==> src/rtl/duart_consts.svh <==
`ifndef DUART_CONSTS_SVH
`define DUART_CONSTS_SVH
// register indices; byte address is four times the index
`define DUART_IDX_POWER   8'h87
`define DUART_IDX_CTRL_B  8'h8e
`define DUART_IDX_DATA_B  8'h8f
`define DUART_IDX_OPTION  8'h94
`define DUART_IDX_CTRL_A  8'h98
`define DUART_IDX_DATA_A  8'h99
`define DUART_IDX_RATE    8'h9a
// field positions
`define DUART_BIT_DOUBLE  7
`define DUART_BIT_HALF    7
`define DUART_BIT_MODE_HI 7
`define DUART_BIT_MODE_LO 6
`define DUART_BIT_FILTER  5
`define DUART_BIT_REN     4
`define DUART_BIT_TB8     3
`define DUART_BIT_RB8     2
`define DUART_BIT_TI      1
`define DUART_BIT_RI      0
`define DUART_BIT_TXSRC   0
`define DUART_BIT_RXSRC   1
// writable bits, reserved bits read zero
`define DUART_MASK_POWER  8'h8f
`define DUART_MASK_CTRL_B 8'h9f
`define DUART_MASK_OPTION 8'hbf
`define DUART_MASK_RATE   8'h03
// reset values
`define DUART_RST_BYTE    8'h00
// bit timing in ticks
`define DUART_OS_LAST_ASYNC 4'hf
`define DUART_OS_LAST_SHIFT 4'h1
`define DUART_SAMP_ASYNC    4'h7
`define DUART_SAMP_SHIFT    4'h1
`endif

==> src/rtl/duart_pkg.sv <==
package duart_pkg;
  typedef enum logic [1:0] {
    MODE_SHIFT,
    MODE_ASYNC8_VAR,
    MODE_ASYNC9_FIX,
    MODE_ASYNC9_VAR
  } duart_mode_t;
endpackage

==> src/rtl/duart_ch_if.sv <==
`timescale 1ns/100ps
interface duart_ch_if;
  logic       tx_tick;
  logic       rx_tick;
  logic [3:0] os_last;
  logic [3:0] samp_at;
  logic       m0;
  logic       nine;
  logic       tx_start;
  logic [7:0] tx_data;
  logic       tx_bit8;
  logic       tx_line;
  logic       tx_sclk;
  logic       tx_busy;
  logic       tx_done;
  logic       rx_en;
  logic       rx_go;
  logic       rx_line;
  logic       rx_sclk;
  logic       rx_done;
  logic [7:0] rx_data;
  logic       rx_bit8;
  logic       rx_stop;
  modport ctl (output tx_tick, rx_tick, os_last, samp_at, m0, nine,
               tx_start, tx_data, tx_bit8, rx_en, rx_go, rx_line,
               input tx_line, tx_sclk, tx_busy, tx_done, rx_sclk,
               rx_done, rx_data, rx_bit8, rx_stop);
  modport txe (input tx_tick, os_last, m0, nine, tx_start, tx_data,
               tx_bit8, output tx_line, tx_sclk, tx_busy, tx_done);
  modport rxe (input rx_tick, os_last, samp_at, m0, nine, rx_en, rx_go,
               rx_line, output rx_sclk, rx_done, rx_data, rx_bit8,
               rx_stop);
endinterface

==> src/rtl/duart_tx.sv <==
`timescale 1ns/100ps
module duart_tx (
  input wire logic clock,
  input wire logic rst,
  input wire logic ce,
  duart_ch_if.txe  ch
);
  logic [10:0] sh_ff;
  logic [3:0]  cnt_ff;
  logic [3:0]  left_ff;
  logic        busy_ff;
  wire  [3:0]  nbits   = ch.m0 ? 4'h8 : (ch.nine ? 4'hb : 4'ha);
  wire         bit_end = busy_ff & ch.tx_tick & (cnt_ff == ch.os_last);
  wire  [10:0] frame   = ch.m0 ? {3'h7, ch.tx_data} :
    {(ch.nine ? {1'b1, ch.tx_bit8} : 2'h3), ch.tx_data, 1'b0};
  assign ch.tx_line = sh_ff[0];
  assign ch.tx_busy = busy_ff;
  assign ch.tx_sclk = (busy_ff & ch.m0) ? cnt_ff[0] : 1'b1;
  assign ch.tx_done = bit_end & (left_ff == (ch.m0 ? 4'h1 : 4'h2));
  always_ff @(posedge clock or posedge rst) begin
    if (rst) begin
      sh_ff   <= 11'h7ff;
      cnt_ff  <= 4'h0;
      left_ff <= 4'h0;
      busy_ff <= 1'b0;
    end else if (ce) begin
      if (ch.tx_start) begin
        sh_ff   <= frame;
        cnt_ff  <= 4'h0;
        left_ff <= nbits;
        busy_ff <= 1'b1;
      end else if (busy_ff & ch.tx_tick) begin
        cnt_ff <= bit_end ? 4'h0 : cnt_ff + 4'h1;
        if (bit_end) begin
          sh_ff   <= {1'b1, sh_ff[10:1]};
          left_ff <= left_ff - 4'h1;
          busy_ff <= (left_ff != 4'h1);
        end
      end
    end
  end
endmodule

==> src/rtl/duart_rx.sv <==
`timescale 1ns/100ps
module duart_rx (
  input wire logic clock,
  input wire logic rst,
  input wire logic ce,
  duart_ch_if.rxe  ch
);
  logic [10:0] sh_ff;
  logic [3:0]  cnt_ff;
  logic [3:0]  left_ff;
  logic        busy_ff;
  logic        prev_ff;
  logic        done_ff;
  logic [7:0]  data_ff;
  logic        bit8_ff;
  logic        stop_ff;
  wire  [3:0]  nbits  = ch.m0 ? 4'h8 : (ch.nine ? 4'hb : 4'ha);
  // shift mode waits for the flag of the last byte to clear before rearming
  wire         go     = ~busy_ff & ch.rx_en & (ch.m0 ?
    (ch.rx_go & ~done_ff) : (prev_ff & ~ch.rx_line));
  wire         samp   = busy_ff & ch.rx_tick & (cnt_ff == ch.samp_at);
  wire         wrap   = cnt_ff == ch.os_last;
  wire         bad_st = ~ch.m0 & (left_ff == nbits) & ch.rx_line;
  wire         last   = left_ff == 4'h1;
  wire  [10:0] nxt_sh = {ch.rx_line, sh_ff[10:1]};
  wire  [10:0] frame  = ch.nine ? nxt_sh : {1'b0, nxt_sh[10:1]};
  assign ch.rx_sclk = (busy_ff & ch.m0) ? cnt_ff[0] : 1'b1;
  assign ch.rx_done = done_ff;
  assign ch.rx_data = data_ff;
  assign ch.rx_bit8 = bit8_ff;
  assign ch.rx_stop = stop_ff;
  always_ff @(posedge clock or posedge rst) begin
    if (rst) begin
      sh_ff   <= 11'h000;
      cnt_ff  <= 4'h0;
      left_ff <= 4'h0;
      busy_ff <= 1'b0;
      prev_ff <= 1'b1;
      done_ff <= 1'b0;
      data_ff <= 8'h00;
      bit8_ff <= 1'b0;
      stop_ff <= 1'b0;
    end else if (ce) begin
      prev_ff <= ch.rx_line;
      done_ff <= 1'b0;
      if (go) begin
        busy_ff <= 1'b1;
        cnt_ff  <= 4'h0;
        left_ff <= nbits;
      end else if (busy_ff & ~ch.rx_en) begin
        busy_ff <= 1'b0;
      end else if (busy_ff & ch.rx_tick) begin
        cnt_ff <= wrap ? 4'h0 : cnt_ff + 4'h1;
        if (samp) begin
          sh_ff   <= nxt_sh;
          left_ff <= left_ff - 4'h1;
          busy_ff <= ~(bad_st | last);
          done_ff <= last;
          if (last) begin
            data_ff <= ch.m0 ? nxt_sh[10:3] : frame[8:1];
            bit8_ff <= frame[9];
            stop_ff <= ch.nine ? frame[10] : frame[9];
          end
        end
      end
    end
  end
endmodule

==> src/rtl/duart_top.sv <==
// The implementer's own choice: the Avalon-MM register port.
`timescale 1ns/100ps
`include "duart_consts.svh"
module duart_top (
  input  wire logic        clock,
  input  wire logic        rst,
  input  wire logic        ce,
  input  wire logic [9:0]  avs_address,
  input  wire logic        avs_read,
  input  wire logic        avs_write,
  input  wire logic [31:0] avs_writedata,
  input  wire logic [3:0]  avs_byteenable,
  output wire logic [31:0] avs_readdata,
  output wire logic        avs_waitrequest,
  input  wire logic        t1_overflow,
  input  wire logic        t2_overflow,
  output wire logic        txd_a_o,
  output wire logic        txd_a_oe,
  input  wire logic        txd_a_i,
  input  wire logic        rxd_a,
  output wire logic        shift_clk_a,
  output wire logic        txd_b,
  input  wire logic        rxd_b
);
  import duart_pkg::*;

  // ----------------------------------------------------------------
  // state
  // ----------------------------------------------------------------
  logic [7:0] power_ff;
  logic [7:0] option_ff;
  logic [7:0] ctl_a_ff;
  logic [7:0] ctl_b_ff;
  logic [7:0] rate_ff;
  logic [7:0] rx_buf_a_ff;
  logic [7:0] rx_buf_b_ff;
  logic [7:0] readdata_ff;
  logic       ack_ff;
  logic       t1_half_ff;
  logic [1:0] fix_cnt_ff;
  logic [7:0] nxt_ctl_a;
  logic [7:0] nxt_ctl_b;

  duart_ch_if ch_a ();
  duart_ch_if ch_b ();

  // ----------------------------------------------------------------
  // register bus slave
  // ----------------------------------------------------------------
  wire       req    = avs_read | avs_write;
  wire [7:0] idx    = avs_address[9:2];
  wire [7:0] wbyte  = avs_writedata[7:0];
  // one wait cycle, then the transfer completes
  wire       wr_go  = avs_write & ack_ff & avs_byteenable[0];
  wire       rd_cap = avs_read & ~ack_ff;

  wire sel_power  = idx == `DUART_IDX_POWER;
  wire sel_ctl_b  = idx == `DUART_IDX_CTRL_B;
  wire sel_data_b = idx == `DUART_IDX_DATA_B;
  wire sel_option = idx == `DUART_IDX_OPTION;
  wire sel_ctl_a  = idx == `DUART_IDX_CTRL_A;
  wire sel_data_a = idx == `DUART_IDX_DATA_A;
  wire sel_rate   = idx == `DUART_IDX_RATE;
  wire low_lanes  = avs_address[1:0] == 2'h0;

  wire wr_power  = wr_go & low_lanes & sel_power;
  wire wr_ctl_b  = wr_go & low_lanes & sel_ctl_b;
  wire wr_data_b = wr_go & low_lanes & sel_data_b;
  wire wr_option = wr_go & low_lanes & sel_option;
  wire wr_ctl_a  = wr_go & low_lanes & sel_ctl_a;
  wire wr_data_a = wr_go & low_lanes & sel_data_a;
  wire wr_rate   = wr_go & low_lanes & sel_rate;

  // read of a data buffer shows the receive side only
  wire [7:0] rd_byte =
    ~low_lanes ? 8'h00 :
    sel_power  ? power_ff :
    sel_ctl_b  ? ctl_b_ff :
    sel_data_b ? rx_buf_b_ff :
    sel_option ? option_ff :
    sel_ctl_a  ? ctl_a_ff :
    sel_data_a ? rx_buf_a_ff :
    sel_rate   ? rate_ff : 8'h00;

  assign avs_waitrequest = req & ~(ack_ff & ce);
  assign avs_readdata    = {24'h000000, readdata_ff};

  // ----------------------------------------------------------------
  // control fields
  // ----------------------------------------------------------------
  wire double_baud_a          = power_ff[`DUART_BIT_DOUBLE];
  wire half_duplex_pin_enable = option_ff[`DUART_BIT_HALF];
  wire port_mode_hi_bit       = ctl_a_ff[`DUART_BIT_MODE_HI];
  wire port_mode_lo_bit       = ctl_a_ff[`DUART_BIT_MODE_LO];
  wire address_filter_enable  = ctl_a_ff[`DUART_BIT_FILTER];
  wire rx_enable_a            = ctl_a_ff[`DUART_BIT_REN];
  wire tx_ninth_bit_a         = ctl_a_ff[`DUART_BIT_TB8];
  wire rx_done_flag_a         = ctl_a_ff[`DUART_BIT_RI];
  wire frame_len_select_b     = ctl_b_ff[`DUART_BIT_MODE_HI];
  wire rx_enable_b            = ctl_b_ff[`DUART_BIT_REN];
  wire tx_ninth_bit_b         = ctl_b_ff[`DUART_BIT_TB8];
  wire rx_done_flag_b         = ctl_b_ff[`DUART_BIT_RI];
  wire tx_rate_source         = rate_ff[`DUART_BIT_TXSRC];
  wire rx_rate_source         = rate_ff[`DUART_BIT_RXSRC];

  duart_mode_t mode_a;
  assign mode_a = duart_mode_t'({port_mode_hi_bit, port_mode_lo_bit});

  wire m0_a    = mode_a == MODE_SHIFT;
  wire fixed_a = mode_a == MODE_ASYNC9_FIX;
  wire nine_a  = port_mode_hi_bit;

  // ----------------------------------------------------------------
  // rate ticks, sixteen per bit in the frame modes
  // ----------------------------------------------------------------
  // fixed rate: a tick every 4 clocks, or every 2 when doubled
  wire fix_tick  = double_baud_a ? fix_cnt_ff[0] : &fix_cnt_ff;
  // timer1 overflows halved unless doubled
  wire t1_tick_a = t1_overflow & (double_baud_a | t1_half_ff);
  wire var_tx_a  = tx_rate_source ? t2_overflow : t1_tick_a;
  wire var_rx_a  = rx_rate_source ? t2_overflow : t1_tick_a;

  assign ch_a.tx_tick = m0_a | (fixed_a ? fix_tick : var_tx_a);
  assign ch_a.rx_tick = m0_a | (fixed_a ? fix_tick : var_rx_a);
  // shift mode: every clock counts, two clocks per bit
  assign ch_a.os_last = m0_a ? `DUART_OS_LAST_SHIFT : `DUART_OS_LAST_ASYNC;
  assign ch_a.samp_at = m0_a ? `DUART_SAMP_SHIFT : `DUART_SAMP_ASYNC;
  assign ch_a.m0      = m0_a;
  assign ch_a.nine    = nine_a;

  // port b: every timer1 overflow, doubling fixed on
  assign ch_b.tx_tick = t1_overflow;
  assign ch_b.rx_tick = t1_overflow;
  assign ch_b.os_last = `DUART_OS_LAST_ASYNC;
  assign ch_b.samp_at = `DUART_SAMP_ASYNC;
  assign ch_b.m0      = 1'b0;
  assign ch_b.nine    = frame_len_select_b;

  // ----------------------------------------------------------------
  // transmit side
  // ----------------------------------------------------------------
  // a write to a data buffer starts the frame at once
  assign ch_a.tx_start = wr_data_a;
  assign ch_a.tx_data  = wbyte;
  assign ch_a.tx_bit8  = tx_ninth_bit_a;
  assign ch_b.tx_start = wr_data_b;
  assign ch_b.tx_data  = wbyte;
  assign ch_b.tx_bit8  = tx_ninth_bit_b;

  // one-wire: drive the shared pin only while sending
  assign txd_a_o  = ch_a.tx_line;
  assign txd_a_oe = ~half_duplex_pin_enable | ch_a.tx_busy;
  assign txd_b    = ch_b.tx_line;
  assign shift_clk_a = ~m0_a ? 1'b1 :
    (ch_a.tx_busy ? ch_a.tx_sclk : ch_a.rx_sclk);

  // ----------------------------------------------------------------
  // receive side
  // ----------------------------------------------------------------
  // own transmission is not heard back on the shared pin
  wire shared_in = ch_a.tx_busy ? 1'b1 : txd_a_i;
  assign ch_a.rx_line = (half_duplex_pin_enable & ~m0_a) ?
    shared_in : rxd_a;
  assign ch_a.rx_en = rx_enable_a;
  assign ch_a.rx_go = m0_a & ~rx_done_flag_a;
  assign ch_b.rx_line = rxd_b;
  assign ch_b.rx_en   = rx_enable_b;
  assign ch_b.rx_go   = 1'b0;

  // filter: 9-bit frames need ninth bit 1, 8-bit a valid stop
  wire pass_a = m0_a | ~address_filter_enable |
    (nine_a ? ch_a.rx_bit8 : ch_a.rx_stop);
  // an unread byte is kept; a new frame behind it is lost
  wire load_a = ch_a.rx_done & ~rx_done_flag_a & pass_a;
  wire rb8_a  = nine_a ? ch_a.rx_bit8 : ch_a.rx_stop;
  wire load_b = ch_b.rx_done & ~rx_done_flag_b;

  // ----------------------------------------------------------------
  // control register next values, a hardware set beats a clear
  // ----------------------------------------------------------------
  always_comb begin
    nxt_ctl_a = ctl_a_ff;
    if (wr_ctl_a) begin
      nxt_ctl_a = wbyte;
    end
    if (ch_a.tx_done) begin
      nxt_ctl_a[`DUART_BIT_TI] = 1'b1;
    end
    if (load_a) begin
      nxt_ctl_a[`DUART_BIT_RI] = 1'b1;
    end
    if (load_a & ~m0_a) begin
      nxt_ctl_a[`DUART_BIT_RB8] = rb8_a;
    end
  end

  always_comb begin
    nxt_ctl_b = ctl_b_ff;
    if (wr_ctl_b) begin
      nxt_ctl_b = wbyte & `DUART_MASK_CTRL_B;
    end
    if (ch_b.tx_done) begin
      nxt_ctl_b[`DUART_BIT_TI] = 1'b1;
    end
    if (load_b) begin
      nxt_ctl_b[`DUART_BIT_RI] = 1'b1;
    end
    if (load_b & frame_len_select_b) begin
      nxt_ctl_b[`DUART_BIT_RB8] = ch_b.rx_bit8;
    end
  end

  // ----------------------------------------------------------------
  // registers
  // ----------------------------------------------------------------
  always_ff @(posedge clock or posedge rst) begin
    if (rst) begin
      ack_ff      <= 1'b0;
      readdata_ff <= `DUART_RST_BYTE;
    end else if (ce) begin
      ack_ff <= req & ~ack_ff;
      if (rd_cap) begin
        readdata_ff <= rd_byte;
      end
    end
  end

  always_ff @(posedge clock or posedge rst) begin
    if (rst) begin
      power_ff  <= `DUART_RST_BYTE;
      option_ff <= `DUART_RST_BYTE;
      rate_ff   <= `DUART_RST_BYTE;
    end else if (ce) begin
      if (wr_power) begin
        power_ff <= wbyte & `DUART_MASK_POWER;
      end
      if (wr_option) begin
        option_ff <= wbyte & `DUART_MASK_OPTION;
      end
      if (wr_rate) begin
        rate_ff <= wbyte & `DUART_MASK_RATE;
      end
    end
  end

  always_ff @(posedge clock or posedge rst) begin
    if (rst) begin
      ctl_a_ff <= `DUART_RST_BYTE;
      ctl_b_ff <= `DUART_RST_BYTE;
    end else if (ce) begin
      ctl_a_ff <= nxt_ctl_a;
      ctl_b_ff <= nxt_ctl_b;
    end
  end

  always_ff @(posedge clock or posedge rst) begin
    if (rst) begin
      rx_buf_a_ff <= `DUART_RST_BYTE;
      rx_buf_b_ff <= `DUART_RST_BYTE;
    end else if (ce) begin
      if (load_a) begin
        rx_buf_a_ff <= ch_a.rx_data;
      end
      if (load_b) begin
        rx_buf_b_ff <= ch_b.rx_data;
      end
    end
  end

  always_ff @(posedge clock or posedge rst) begin
    if (rst) begin
      t1_half_ff <= 1'b0;
      fix_cnt_ff <= 2'h0;
    end else if (ce) begin
      fix_cnt_ff <= fix_cnt_ff + 2'h1;
      if (t1_overflow) begin
        t1_half_ff <= ~t1_half_ff;
      end
    end
  end

  // ----------------------------------------------------------------
  // serial engines
  // ----------------------------------------------------------------
  duart_tx u_tx_a (
    .clock (clock),
    .rst   (rst),
    .ce    (ce),
    .ch    (ch_a.txe)
  );

  duart_rx u_rx_a (
    .clock (clock),
    .rst   (rst),
    .ce    (ce),
    .ch    (ch_a.rxe)
  );

  duart_tx u_tx_b (
    .clock (clock),
    .rst   (rst),
    .ce    (ce),
    .ch    (ch_b.txe)
  );

  duart_rx u_rx_b (
    .clock (clock),
    .rst   (rst),
    .ce    (ce),
    .ch    (ch_b.rxe)
  );

endmodule

==> config.mk <==
export PLATFORM = sky130hd
export DESIGN_NAME = duart_top
export DESIGN_NICKNAME = d
export VERILOG_FILES = /design/src/rtl/duart_pkg.sv /design/src/rtl/duart_ch_if.sv /design/src/rtl/duart_tx.sv /design/src/rtl/duart_rx.sv /design/src/rtl/duart_top.sv
export VERILOG_INCLUDE_DIRS = /design/src /design/src/rtl
export SDC_FILE = /design/constraint.sdc
export NUM_CORES = 1
export LEC_CHECK = 0
export BUFFER_PORTS_ARGS = -buffer_cell sky130_fd_sc_hd__buf_2
export CORE_MARGIN = 5
export CORE_UTILIZATION = 55
export CTS_BUF_LIST = sky130_fd_sc_hd__clkbuf_2 sky130_fd_sc_hd__clkbuf_4 sky130_fd_sc_hd__clkbuf_8
export DETAILED_ROUTE_END_ITERATION = 6
export PLACE_DENSITY_LB_ADDON = 0.15
export SETUP_SLACK_MARGIN = 0.05
export SLEW_MARGIN = 25
export SYNTH_ARGS = -nofsm -noshare
export SYNTH_HDL_FRONTEND = slang
export SYNTH_SLANG_ARGS = --single-unit
export TNS_END_PERCENT = 50
==> constraint.sdc <==
create_clock -name clock -period 3.85 [get_ports clock]
set_clock_uncertainty 0.2 [all_clocks]
set_input_delay 0 -clock clock [delete_from_list [all_inputs] [get_ports clock]]
set_output_delay 0 -clock clock [all_outputs]
set_load 0.02 [all_outputs]
; Word-level counts from Yosys, hierarchy flattened
; Index checks and enable logic that the tools add are counted.
[totals]
reg_bits = 159
input_bits = 56
out_inout_bits = 37
word_cells = 299
[classes]
addsub = 9
eq_ne = 24
muxes = 98
bitwise = 76
n_reduce_logical = 50
[op_table]
columns = operator, count
row1 = 4-bit two-way mux, 30
row2 = 11-bit two-way mux, 7
row3 = 8-bit two-way mux, 8
row4 = 8-bit equality test (second input constant), 7
row5 = 1-bit AND, 46
row6 = 1-bit two-way mux, 46
row7 = 2-bit AND reduction, 18
row8 = 2-bit nonzero test, 14
row9 = 1-bit inverter, 21
row10 = 4-bit equality test, 5
row11 = 10-bit two-way mux, 2
row12 = 3-bit AND reduction, 6
row13 = 4-bit by 1-bit adder with 4-bit output (second input constant), 4
row14 = 4-bit by 1-bit subtractor with 4-bit output (second input constant), 4
row15 = 6-bit AND reduction, 2
row16 = 3-bit nonzero test, 4
row17 = 5-bit AND reduction, 2
row18 = 3-bit two-way mux, 3
row19 = 1-bit bitwise OR, 9
row20 = 4-bit by 1-bit equality test with 1-bit output (second input constant), 2
row21 = 4-bit equality test (second input constant), 2
row22 = 4-bit by 1-bit inequality test with 1-bit output (second input constant), 2
row23 = 4-bit AND reduction, 2
row24 = 4-bit by 2-bit equality test with 1-bit output (second input constant), 1
row25 = other kinds (7), 10

; Logic depth before layout (Yosys ltp)
; Gate-level depths: netlist (run 1).
[logic_depth]
depth_word = 11
ltp_mapped = 8
mapped_depth_nobuf = 7

; Modules after synthesis
; Synthesis (run 1) repeated with hierarchy kept, for this count alone.
[hier_totals]
cells_unflattened = 852
hier_area_um2 = 8887.3
[by_module_without_submodules]
columns = mod, n_inst, cells_per_inst, area_each_um2, seq_area_each_um2
row1 = duart_rx, 2, 157, 1642.8, 752.0
row2 = duart_top, 1, 290, 3149.3, 1401.3
row3 = duart_tx, 2, 124, 1226.2, 488.0

; Worst setup path after synthesis (run 1)
; Ideal clock, no wire load.
[synth_timing]
path_type = reg2reg
startpoint = register u_rx_a.cnt_ff[1]
endpoint = register u_rx_a.sh_ff[2]
setup_ns = 0.125
t_arrival_ns = 1.774
required_ns = 3.525
path_slack_ns = 1.751
path_stages_with_launch = 6
n_path_buf = 0
synth_period_minus_slack_ns = 2.099
cell_sequence = dfrtp_1 > or4_4 > a21boi_2 > o21ai_2 > nor2_8 > mux2_4
[synth_via]
elab_chain_len = 3
[synth_rtl]
columns = item, line_no
row1 = from (decl), duart_rx.sv:9  ; logic [3:0] cnt_ff;
row2 = from (signal assigned), duart_rx.sv:53  ; cnt_ff <= wrap ? 4'h0 : cnt_ff + 4'h1;
row3 = 4-bit by 3-bit equality test with 1-bit output, duart_rx.sv:21  ; wire samp = busy_ff & ch.rx_tick & (cnt_ff == ch.samp_at);
row4 = 1-bit AND, duart_rx.sv:21
row5 = 5-bit AND reduction (no source line), -
row6 = to (signal assigned), duart_rx.sv:55  ; sh_ff <= nxt_sh;
row7 = to (decl), duart_rx.sv:8  ; logic [10:0] sh_ff;
; No other way between the ends.
; A chain may end at the register's enable or synchronous reset.

; Final worst setup path (run 1)
[layout_timing]
startpoint = register ack_ff
endpoint = register readdata_ff[4]
[layout_via]
elab_chain_len = 3
[layout_rtl]
columns = item, line_no
row1 = from (decl), duart_top.sv:38  ; logic ack_ff;
row2 = from (signal assigned), duart_top.sv:221  ; ack_ff <= req & ~ack_ff;
row3 = 1-bit inverter, duart_top.sv:55  ; wire rd_cap = avs_read & ~ack_ff;
row4 = 1-bit AND, duart_top.sv:55
row5 = 2-bit AND reduction (no source line), -
row6 = to (signal assigned), duart_top.sv:219  ; readdata_ff <= `DUART_RST_BYTE;
row7 = to (signal assigned), duart_top.sv:223  ; readdata_ff <= rd_byte;
row8 = to (decl), duart_top.sv:37  ; logic [7:0] readdata_ff;
; No other way between the ends.

==> summary.md, run 1 <==
| Metric | Value |
|---|---|
| Top cells by count, synth | 131 x dfrtp_1, 64 x nand2_1, 64 x nor2_1 |
| Synth async-reset ratio | 100% |
| Critical Path AT | 3.35 ns |
| Internal power | 2.35 mW |
| Post-synthesis sequential area ratio | 46.8% |
| Layout cell share with drive strength beyond 1 | 23.6% |
| Final period util | 81.9% |
| Pre-CTS setup slack | 1.24 ns |
| Clock share of power | 40.0% |
| Hold path depth | 6 |
| Final setup viols | 0 |
| Initial core utilization | 56.4% |
| Antenna cells | 0 |
| Setup_tns | 0 ns |
| Comb pwr share | 7.2% |
| Count leader, synth | dfrtp_1 |
| Final Slew Violations | 0 |
| Top routing layer in use | met4 |
| Met1 Routed Length | 8.76 mm |
| Placed inst area | 0.00851 sq mm |
| Startpoint Class | flip-flop |
| Sw Pwr | 795 uW |
| Hold WS | 0.0583 ns |
| EDFF count, synth | 0 |
| Buffers on Ports | 41 |
| Routed wire length | 19.6 mm |
| Final instance area | 0.00925 sq mm |
| Worst-path clk slew | 0.08 ns |
| Worst reg2reg endpoint | readdata_ff[4] |
| Met2 wire length | 9.15 mm |
| Detailed placement HPWL | 13.2 mm |
| Root Buffer | clkbuf_8 |
| WL per Instance | 18.5 um |
| CTS max path bufs | 2 |
| Post-cts hold buffer count | 33 |
| FILL cells | 1160 |
| # rows | 44 |
| Largest net degree at the start of global routing | 154 |
| IO Count | 93 |
| Syn. warnings | 0 |
| R2R cell count | 5 |
| Vias/cell | 6.01 |
| Pwr/cell area | 340 mW/mm^2 |
| Core Box Area | 0.0146 sq mm |
| Vert. Die Dim | 132 um |
| Gate Count Post-Synth | 790 |
| CTS sink cnt | 153 |
| Max Freq | 317 MHz |
| Slew Limit Headroom | 43.7% |
| Netlist cell types | 87 |
| Worst EP required | 4.05 ns |
| Worst-Margin Slew | 0.845 ns |
| Met3 wire length | 1.32 mm |
| Nets | 929 |
| Fin util | 63.4% |
| Vias in the first global route | 6363 |
| CTS tree | yes |
| Hold Violations, Final | 0 |
| Max cap viols | 0 |
| Share of power burned in registers | 52.8% |
| Global route overflow | 0 |
| Initial antenna violation count | 0 |
| Switching Share | 25.3% |
| Crit-path max FO | 10 |
| Mapped Area | 0.00823 sq mm |
| CTS Buf Count | 17 |
| Post-CTS setup buffer count | 0 |
| Main flop type after synthesis | dfrtp_1 |
| Drt initial violations | 612 |
| Synth area leaders | dfrtp_1 40%, mux2_2 7.8%, dfstp_2 7.0% |
| R2R setup slack | 0.70 ns |
| RR Startpoint | ack_ff |
| Pre-Repair DR Iteration Count | 6 |
| Global-route wire length before repair | 32.6 mm |
| Hold EP | readdata_ff[5] |
| RSZ-0062 raised after global routing | false |
| Die area | 0.0175 sq mm |
| Vias | 6349 |
| Clk_lat worst skew | 0.46 ns |
| Worst Hold Class | in2reg |
| Total GRT Usage | 22.8% |
| Syn Area/Cell | 10.4 sq um |
| Yosys reg bits | 153 |
| Area Growth Syn to Fin | 12.4% |
| H-tree depth | 4 |
| # resized after CTS | 0 |
| Crit end category | flip-flop |
| Tmin final | 3.15 ns |
| Status | completed |
| GP Congestion | 0.927 |
| HP Start | avs_address[7] |
| Routed Antenna Nets | 0 |
| Leak pwr | 4.18 nW |
| Worst Setup Path Type | reg2reg |
| Share of the synthesized area in the top cell type | 39.8% |
| Worst setup margin | 0.697 ns |
| Die X | 132 um |
| DRC viols | 0 |
| Peak supply drop | 0.284 mV |
| Largest area contributor in the netlist | dfrtp_1 |
cells by family (layout without fill, tap and decap cells):
family	count (synthesis)	count (layout)	synth area share (%)
AND/OR/NAND/NOR	247	247	16.0
AO/OA/AOI/OAI	190	190	16.0
flip-flops	153	153	46.8
multiplexers	98	98	13.3
buffers and inverters	82	141	5.24
adder cells (fa/ha/maj)	14	14	2.13
XOR/XNOR	5	5	0.532
other	1	24	0.0455
critical path: stages, from the launching register on:
cell and delay (ns):
dfrtp_1 0.45, nand3b_2 0.42, or3_1 0.42, dlygate4sd3_1 0.63
o41ai_1 0.39, dlygate4sd3_1 0.60
power by group through the flow:
stage	Sequential (mW)	Combinational, mW	Clock, mW
2_1_floorplan	1.68	0.153	0
3_3_place_gp	1.69	0.195	0
3_5_place_dp	1.69	0.202	0
4_1_cts	1.66	0.226	1.29
5_1_grt	1.66	0.251	1.35
6_report	1.66	0.227	1.26
cells in the final DEF, fill, tap and decap left out, types with 14 or more instances in the layout:
cell	netlist	routed
dfstp_2	22	22
nand3_1	18	18
nor2b_1	15	15
buf_2	9	41
mux2_2	57	57
nor3_1	17	17
dlygate4sd3_1	0	33
conb_1	1	24
o21ai_0	34	34
inv_1	28	27
nor2_1	64	63
nand2_1	64	64
dfrtp_1	131	131
mux2i_1	32	32
clkbuf_8	0	20
a21oi_1	50	50
ha_1	14	14
state kept, by name, indices dropped and copies added, names as in the netlist, 5 cells and up:
signal / count
u_rx_b.ch.rx_data: 8
option_ff: 7
rx_buf_a_ff: 8
u_rx_a.ch.rx_data: 8
power_ff: 5
u_rx_a.sh_ff: 9
u_rx_b.sh_ff: 9
u_tx_a.sh_ff: 10
rx_buf_b_ff: 8
ctl_b_ff: 6
ctl_a_ff: 8
readdata_ff: 8
u_tx_b.sh_ff: 10
final cells by class:
| type | count | area (sq um) | area share (%) |
|---|---|---|---|
| well taps | 184 | 230 | 2.49 |
| repair buffers | 81 | 601 | 6.49 |
| flip-flops and latches | 153 | 3860 | 41.7 |
| inverters | 28 | 109 | 1.18 |
| multi-input cells | 578 | 4040 | 43.7 |
| clock buffers | 20 | 275 | 2.97 |
| clock inverters | 12 | 139 | 1.50 |
worst max-delay path by stage:
stage	startpoint	to	slack, ns	cells past startpoint
6_report	ack_ff	readdata_ff[4]	0.70	5
5_1_grt	ack_ff	readdata_ff[4]	0.62	5
4_1_cts	ack_ff	readdata_ff[4]	0.83	5
3_5_place_dp	ctl_a_ff[6]	u_tx_a.ch.tx_busy	1.24	5
3_3_place_gp	ctl_a_ff[6]	u_tx_a.ch.tx_busy	1.24	5
2_1_floorplan	rst	ack_ff	1.74	1
per-layer routing:
metal	vias up	track usage (%)
met3	36	5.57
met4	0	7.18
met1	3133	31.9
li1	2969	-
met2	211	35.3
met5	-	0
through the flow:
stage,total power [mW],cells
finish,3.14,1056
global route,3.27,1056
CTS,3.18,1056
detailed placement,1.89,991
global placement,1.88,991
floorplan,1.84,813
(Power assumes the default switching activity.)
==> run 2: changes to the inputs <==
==> constraint.sdc (replaced) <==
create_clock -name clock -period 2.9 [get_ports clock]
set_clock_uncertainty 0.2 [all_clocks]
set_input_delay 0 -clock clock [delete_from_list [all_inputs] [get_ports clock]]
set_output_delay 0 -clock clock [all_outputs]
set_load 0.02 [all_outputs]
==> run 2 against run 1 <==
Against the previous run: register-to-register slack got worse by 0.45 ns; die area is the same; via count increased by 0.50%; worst setup slack got worse by 0.50 ns; non-clock buffer count grew 7; utilization rose by 1.0 points; count of clock-buffer cells in the layout up 1; largest power group unchanged; highest routed layer unchanged.
==> summary.md, run 2 (synthesized netlist as in run 1, its figures left out) <==
| Metric | Value |
|---|---|
| Max Freq | 371 MHz |
| DRC viols | 0 (unchanged) |
| Vias/cell | 6.00 (-0.16%) |
| CTS tree | yes |
| Delay-heaviest family, CP | buffers and inverters |
| Global-route wire length before repair | 33.4 mm (+2.4%) |
| RSZ-0062 raised after global routing | false |
| Leak pwr | 4.28 nW (+2.3%) |
| Clk_lat worst skew | 0.46 ns (about the same) |
| Critical Path AT | 2.85 ns (-0.50 ns) |
| Pwr/cell area | 480 mW/mm^2 (+41%) |
| Crit-path slowest cell | dlygate4sd3_1 |
| Reg area | 0.00386 sq mm (unchanged) |
| Antenna cells | 0 (unchanged) |
| Vias | 6381 (+0.50%) |
| Vert. Die Dim | 132 um (unchanged) |
| # rows | 44 (unchanged) |
| GP Congestion | 0.899 (-3.1%) |
| # resized after CTS | 0 (unchanged) |
| IO Count | 93 (unchanged) |
| Post-CTS setup buffer count | 0 (unchanged) |
| Worst EP required | 3.05 ns (-1.00 ns) |
| Routed wire length | 19.8 mm (+1.1%) |
| Largest net degree at the start of global routing | 71 (-54%) |
| CTS Buf Count | 17 (unchanged) |
| Crit end category | flip-flop |
| Final setup viols | 0 (unchanged) |
| Worst Setup Path Type | in2reg |
| Buffers on Ports | 41 (unchanged) |
| Vias in the first global route | 6518 (+2.4%) |
| Worst-Margin Slew | 0.691 ns (-0.154 ns) |
| Global route overflow | 0 (unchanged) |
| Power, Total | 4.51 mW (+44%) |
| Crit-path max FO | 8 (-2) |
| Total GRT Usage | 23.5% (+0.63 points) |
| Worst Path Buf+Inv | 3 (+1) |
| Final period util | 93.1% |
| Status | completed |
| Slowest stage delay, CP | 0.70 ns (+0.07 ns) |
| Initial core utilization | 56.4% (unchanged) |
| Routed Antenna Nets | 0 (unchanged) |
| Area Growth Syn to Fin | 14.2% |
| Max cap viols | 0 (unchanged) |
| Worst-path clk slew | 0.09 ns (about the same) |
| Die X | 132 um (unchanged) |
| Worst Hold Class | in2reg |
| Core Box Area | 0.0146 sq mm (unchanged) |
| Most frequent cells in the layout | 131 x dfrtp_1, 64 x nand2_1, 64 x nor2_1 |
| Initial antenna violation count | 0 (unchanged) |
| Drt initial violations | 631 (+3.1%) |
| Detailed placement HPWL | 13.8 mm (+4.8%) |
| Layout cell share with drive strength beyond 1 | 24.1% (+0.49 points) |
| Tmin final | 2.70 ns |
| Hold Violations, Final | 0 (unchanged) |
| Final Slew Violations | 0 (unchanged) |
| Setup_tns | 0 ns (unchanged) |
| Area of the multi-input gates | 0.00404 sq mm (about the same) |
| FILL cells | 1156 (-0.34%) |
| Die area | 0.0175 sq mm (unchanged) |
| WL per Instance | 18.6 um (+0.42%) |
| Peak supply drop | 0.303 mV (+6.7%) |
| Biggest regs | u_tx_a.sh_ff x10, u_tx_b.sh_ff x10 |
| Cell repeated most along the worst path | dlygate4sd3_1 |
| Slew Limit Headroom | 53.9% (+10 points) |
| Commonest non-fill, non-tap cell in the layout | dfrtp_1 |
| Root Buffer | clkbuf_8 |
| CTS sink cnt | 153 (unchanged) |
| Pre-Repair DR Iteration Count | 7 (+1) |
| Critical path cell sequence | dlygate4sd3_1 > buf_2 > nor3b_2 > dlygate4sd3_1 > nand2_2 > or3_1 > o21ai_1 > mux2_2 |
| H-tree depth | 4 (unchanged) |
| Startpoint Class | input pin |
| CTS max path bufs | 2 (unchanged) |
| Nets | 936 (+0.75%) |
[run 2: changes by cell type in the layout (fill, tap and decap cells not counted), moves of 3 or more]
cell / delta
buf_4: +6
bufinv_16: +4
clkinvlp_4: -4
inv_6: -3
[run 2: timing repair]
item | 4_1_cts | 5_1_grt
endpoints found under the hold margin | 232 | 0
hold buffers | 33 | 0
endpoints found under the setup margin | 0 | 0
[run 2: area by class of cell]
type / instances / share of cell area, %
multi-input cells: 578 / 43.0
flip-flops and latches: 153 / 41.0
repair buffers: 88 / 7.08
clock buffers: 21 / 3.01
well taps: 184 / 2.45
clock inverters: 11 / 2.30
inverters: 28 / 1.16
[run 2: worst paths after layout]
| check | startpoint | end | slack, ns | depth (start not counted) |
|---|---|---|---|---|
| min | avs_address[2] | readdata_ff[7] | 0.05 | 5 |
| max in group asynchronous | rst | u_rx_a.prev_ff | 1.30 | 5 |
| max | avs_address[7] | ctl_b_ff[2] | 0.20 | 8 |
| min in group asynchronous | rst | power_ff[7] | 0.48 | 4 |
| min reg2reg | u_rx_a.ch.rx_data[1] | u_rx_a.ch.rx_data[1] | 0.29 | 2 |
| max reg2reg | ack_ff | readdata_ff[7] | 0.25 | 6 |
[run 2: power breakdown]
group	switching, mW	total [mW]	internal [mW]
Clock	0.808	2.00	1.19
Sequential	0.0310	2.20	2.17
Combinational	0.199	0.309	0.110
Total	1.04	4.51	3.47
[run 2: metal layers]
layer  global-route usage [%]  up-vias  part of all wire, %
met5                        0        -                    0
li1                         -     2982                    -
met3                     5.31       24                  5.5
met1                     33.1     3177                   46
met2                     35.7      198                   47
met4                     8.26        0                  1.7
[run 2: through the flow]
step	instance area (sq um)	util, %	hold slack [ns]	worst slack [ns]	std cells
final	9400	64.4	0.0534	0.201	1063
after global routing	9400	64.4	0.0784	0.113	1063
after CTS	9400	64.4	0.0287	0.280	1063
after detailed placement	8570	58.7	-0.162	0.572	998
after global placement	8570	58.7	-0.171	0.608	998
after floorplan	8320	-	-0.0832	0.787	813
[run 2: worst min-delay path: stages]
cell     delay [ns]
buf_2          0.35
nand2_1        0.09
o21ai_0        0.07
a22oi_1        0.08
o41ai_1        0.08
==> run 3: changes to the inputs <==
--- a/config.mk
+++ b/config.mk
@@ -7,7 +7,7 @@
 export NUM_CORES = 1
 export LEC_CHECK = 0
 export BUFFER_PORTS_ARGS = -buffer_cell sky130_fd_sc_hd__buf_2
-export CORE_MARGIN = 5
+export CORE_MARGIN = 2
 export CORE_UTILIZATION = 55
 export CTS_BUF_LIST = sky130_fd_sc_hd__clkbuf_2 sky130_fd_sc_hd__clkbuf_4 sky130_fd_sc_hd__clkbuf_8
 export DETAILED_ROUTE_END_ITERATION = 6
==> run 3 against run 2 <==
Against the previous run: hold slack worse by 0.015 ns; first-iteration DRC count decreased by 20%; sequential power is essentially flat; global-route usage increased by 2.1 points; combinational power increased by 2%; largest cell class unchanged; utilization down 0.094 points; clock power shrank 15%; critical endpoint is now readdata_ff[7]; power shrank 6.4%; routed wire length rose by 0.27%; register-to-register slack worse by 0.03 ns; sequential cell count unchanged; critical path depth fell by 1.
==> summary.md, run 3 (synthesized netlist as in run 1, its figures left out) <==
| Metric | Value |
|---|---|
| Crit-path max FO | 18 (+10) |
| Routed wire length | 19.8 mm (+0.27%) |
| CTS Buf Count | 17 (unchanged) |
| Global-route wire length before repair | 32.6 mm (-2.5%) |
| Total GRT Usage | 25.6% (+2.1 points) |
| Tmin final | 2.78 ns (+0.0824 ns) |
| Drt initial violations | 502 (-20%) |
| Most frequent cells in the layout | 131 x dfrtp_1, 64 x nor2_1, 63 x nand2_1 |
| Initial antenna violation count | 0 (unchanged) |
| Biggest regs | u_tx_a.sh_ff x10, u_tx_b.sh_ff x10 |
| Fin cells | 1069 (+0.56%) |
| Nets | 942 (+0.64%) |
| Layout cell share with drive strength beyond 1 | 24.5% (+0.40 points) |
| Worst-path clk slew | 0.07 ns (-0.02 ns) |
| Max Freq | 360 MHz (-3.0%) |
| Area Growth Syn to Fin | 14.0% |
| Vert. Die Dim | 126 um (-4.5%) |
| CTS tree | yes |
| # rows | 44 (unchanged) |
| Core Box Area | 0.0146 sq mm (unchanged) |
| Largest net degree at the start of global routing | 87 (+23%) |
| Root Buffer | clkbuf_8 |
| Worst-Margin Slew | 0.724 ns (+0.0322 ns) |
| R2R cell count | 7 (+1) |
| Placed Instances | 997 (-0.10%) |
| Pre-CTS setup slack | 0.520 ns (-0.0519 ns) |
| RR Startpoint | ack_ff |
| Hold EP | readdata_ff[7] |
| CTS sink cnt | 153 (unchanged) |
| Vias in the first global route | 6398 (-1.8%) |
| Clk_lat worst skew | 0.45 ns (about the same) |
| Vias/cell | 6.02 (+0.34%) |
| WL per Instance | 18.6 um (-0.29%) |
| HP Start | avs_address[2] |
| Hold Violations, Final | 0 (unchanged) |
| Antenna cells | 0 (unchanged) |
| Pre-Repair DR Iteration Count | 5 (-2) |
| Final period util | 95.9% (+2.8 points) |
| Fin util | 64.3% (-0.094 points) |
| FILL cells | 1184 (+2.4%) |
| Leak pwr | 4.26 nW (-0.31%) |
| Max cap viols | 0 (unchanged) |
| Die X | 126 um (-4.5%) |
| Detailed placement HPWL | 13.7 mm (-0.98%) |
| Worst setup margin | 0.119 ns (-0.0824 ns) |
| DRC viols | 0 (unchanged) |
| Worst Setup Path Type | in2reg |
| Critical Path AT | 2.91 ns (+0.06 ns) |
| Final setup viols | 0 (unchanged) |
| GP Congestion | 0.862 (-4.0%) |
| Worst reg2reg endpoint | ctl_a_ff[7] |
| RSZ-0062 raised after global routing | false |
| Worst EP required | 3.03 ns (-0.02 ns) |
| CTS max path bufs | 2 (unchanged) |
| Status | completed |
| IO Count | 93 (unchanged) |
| Worst Hold Class | in2reg |
| Startpoint Class | input pin |
| Hold WS | 0.0388 ns (-0.0145 ns) |
| Slew Limit Headroom | 51.8% (-2.1 points) |
| Hold path depth | 5 (unchanged) |
| Final Slew Violations | 0 (unchanged) |
| Vias | 6439 (+0.91%) |
| Buffers on Ports | 41 (unchanged) |
| R2R setup slack | 0.22 ns (-0.03 ns) |
| Commonest non-fill, non-tap cell in the layout | dfrtp_1 |
| H-tree depth | 4 (unchanged) |
| Setup_tns | 0 ns (unchanged) |
| Global route overflow | 0 (unchanged) |
| Crit end category | flip-flop |
| Initial core utilization | 56.4% (unchanged) |
| Pwr/cell area | 450 mW/mm^2 (-6.2%) |
| Die area | 0.0160 sq mm (-8.9%) |
| Peak supply drop | 0.317 mV (+4.7%) |
| Routed Antenna Nets | 0 (unchanged) |
run 3: cell types whose count changed in the layout (fill, tap and decap cells not counted):
cell,delta
clkinv_4,-2
o32ai_4,+1
clkbuf_8,+2
clkinvlp_4,+2
clkinv_2,-1
dlygate4sd3_1,+2
o32ai_2,-1
nand2_2,+1
nand2_1,-1
buf_4,+4
bufinv_16,-4
clkbuf_4,+3
run 3: worst max path at each step:
stage / slack (ns) / depth (start not counted) / start / end
finish: 0.12 / 7 / ce / readdata_ff[7]
global route: 0.05 / 9 / avs_address[8] / u_tx_b.sh_ff[7]
CTS: 0.07 / 7 / ack_ff / ctl_a_ff[7]
detailed placement: 0.52 / 6 / ctl_a_ff[7] / ctl_a_ff[2]
global placement: 0.59 / 6 / ctl_a_ff[7] / ctl_a_ff[2]
floorplan: 0.79 / 1 / rst / ack_ff
run 3: routing by layer:
metal,up-vias,part of all wire [%],track usage (%),wire (um)
met3,26,4.3,4.60,849
met5,-,0,0,0
met2,184,47,40.6,9420
met4,0,1.5,7.63,299
met1,3244,47,36.2,9280
li1,2985,-,-,-
run 3: through the flow:
stage | instance area, sq um | power, mW
global placement | 8560 | 2.51
floorplan | 8320 | 2.44
detailed placement | 8560 | 2.52
global route | 9390 | 4.39
finish | 9390 | 4.22
CTS | 9340 | 4.26
run 3: final cells by class:
| class | instances | area (sq um) | area share, % |
|---|---|---|---|
| timing repair buffer | 94 | 716 | 7.62 |
| tap | 184 | 230 | 2.45 |
| multi-input combinational | 578 | 4050 | 43.2 |
| clock inverter | 6 | 88.8 | 0.946 |
| clock buffer | 26 | 333 | 3.55 |
| inverter | 28 | 109 | 1.16 |
| sequential | 153 | 3860 | 41.1 |
run 3: critical path, stage by stage:
cell	delay, ns
dlygate4sd3_1	0.53
buf_2	0.37
buf_4	0.31
nand3b_2	0.26
or3_1	0.41
dlygate4sd3_1	0.63
o41ai_1	0.40
run 3: what timing repair did:
action                                  4_1_cts  5_1_grt
hold buffers                                 35        0
resized for setup                             0        2
endpoints found under the hold margin       211        0
endpoints found under the setup margin        0       12
setup buffers                                 0        5
run 3: report_power, final:
group | total (mW) | switching (mW) | leakage, nW | internal, mW
combinational | 0.314 | 0.204 | 2.06 | 0.110
sequential | 2.20 | 0.0328 | 1.99 | 2.17
clock | 1.71 | 0.787 | 0.213 | 0.919
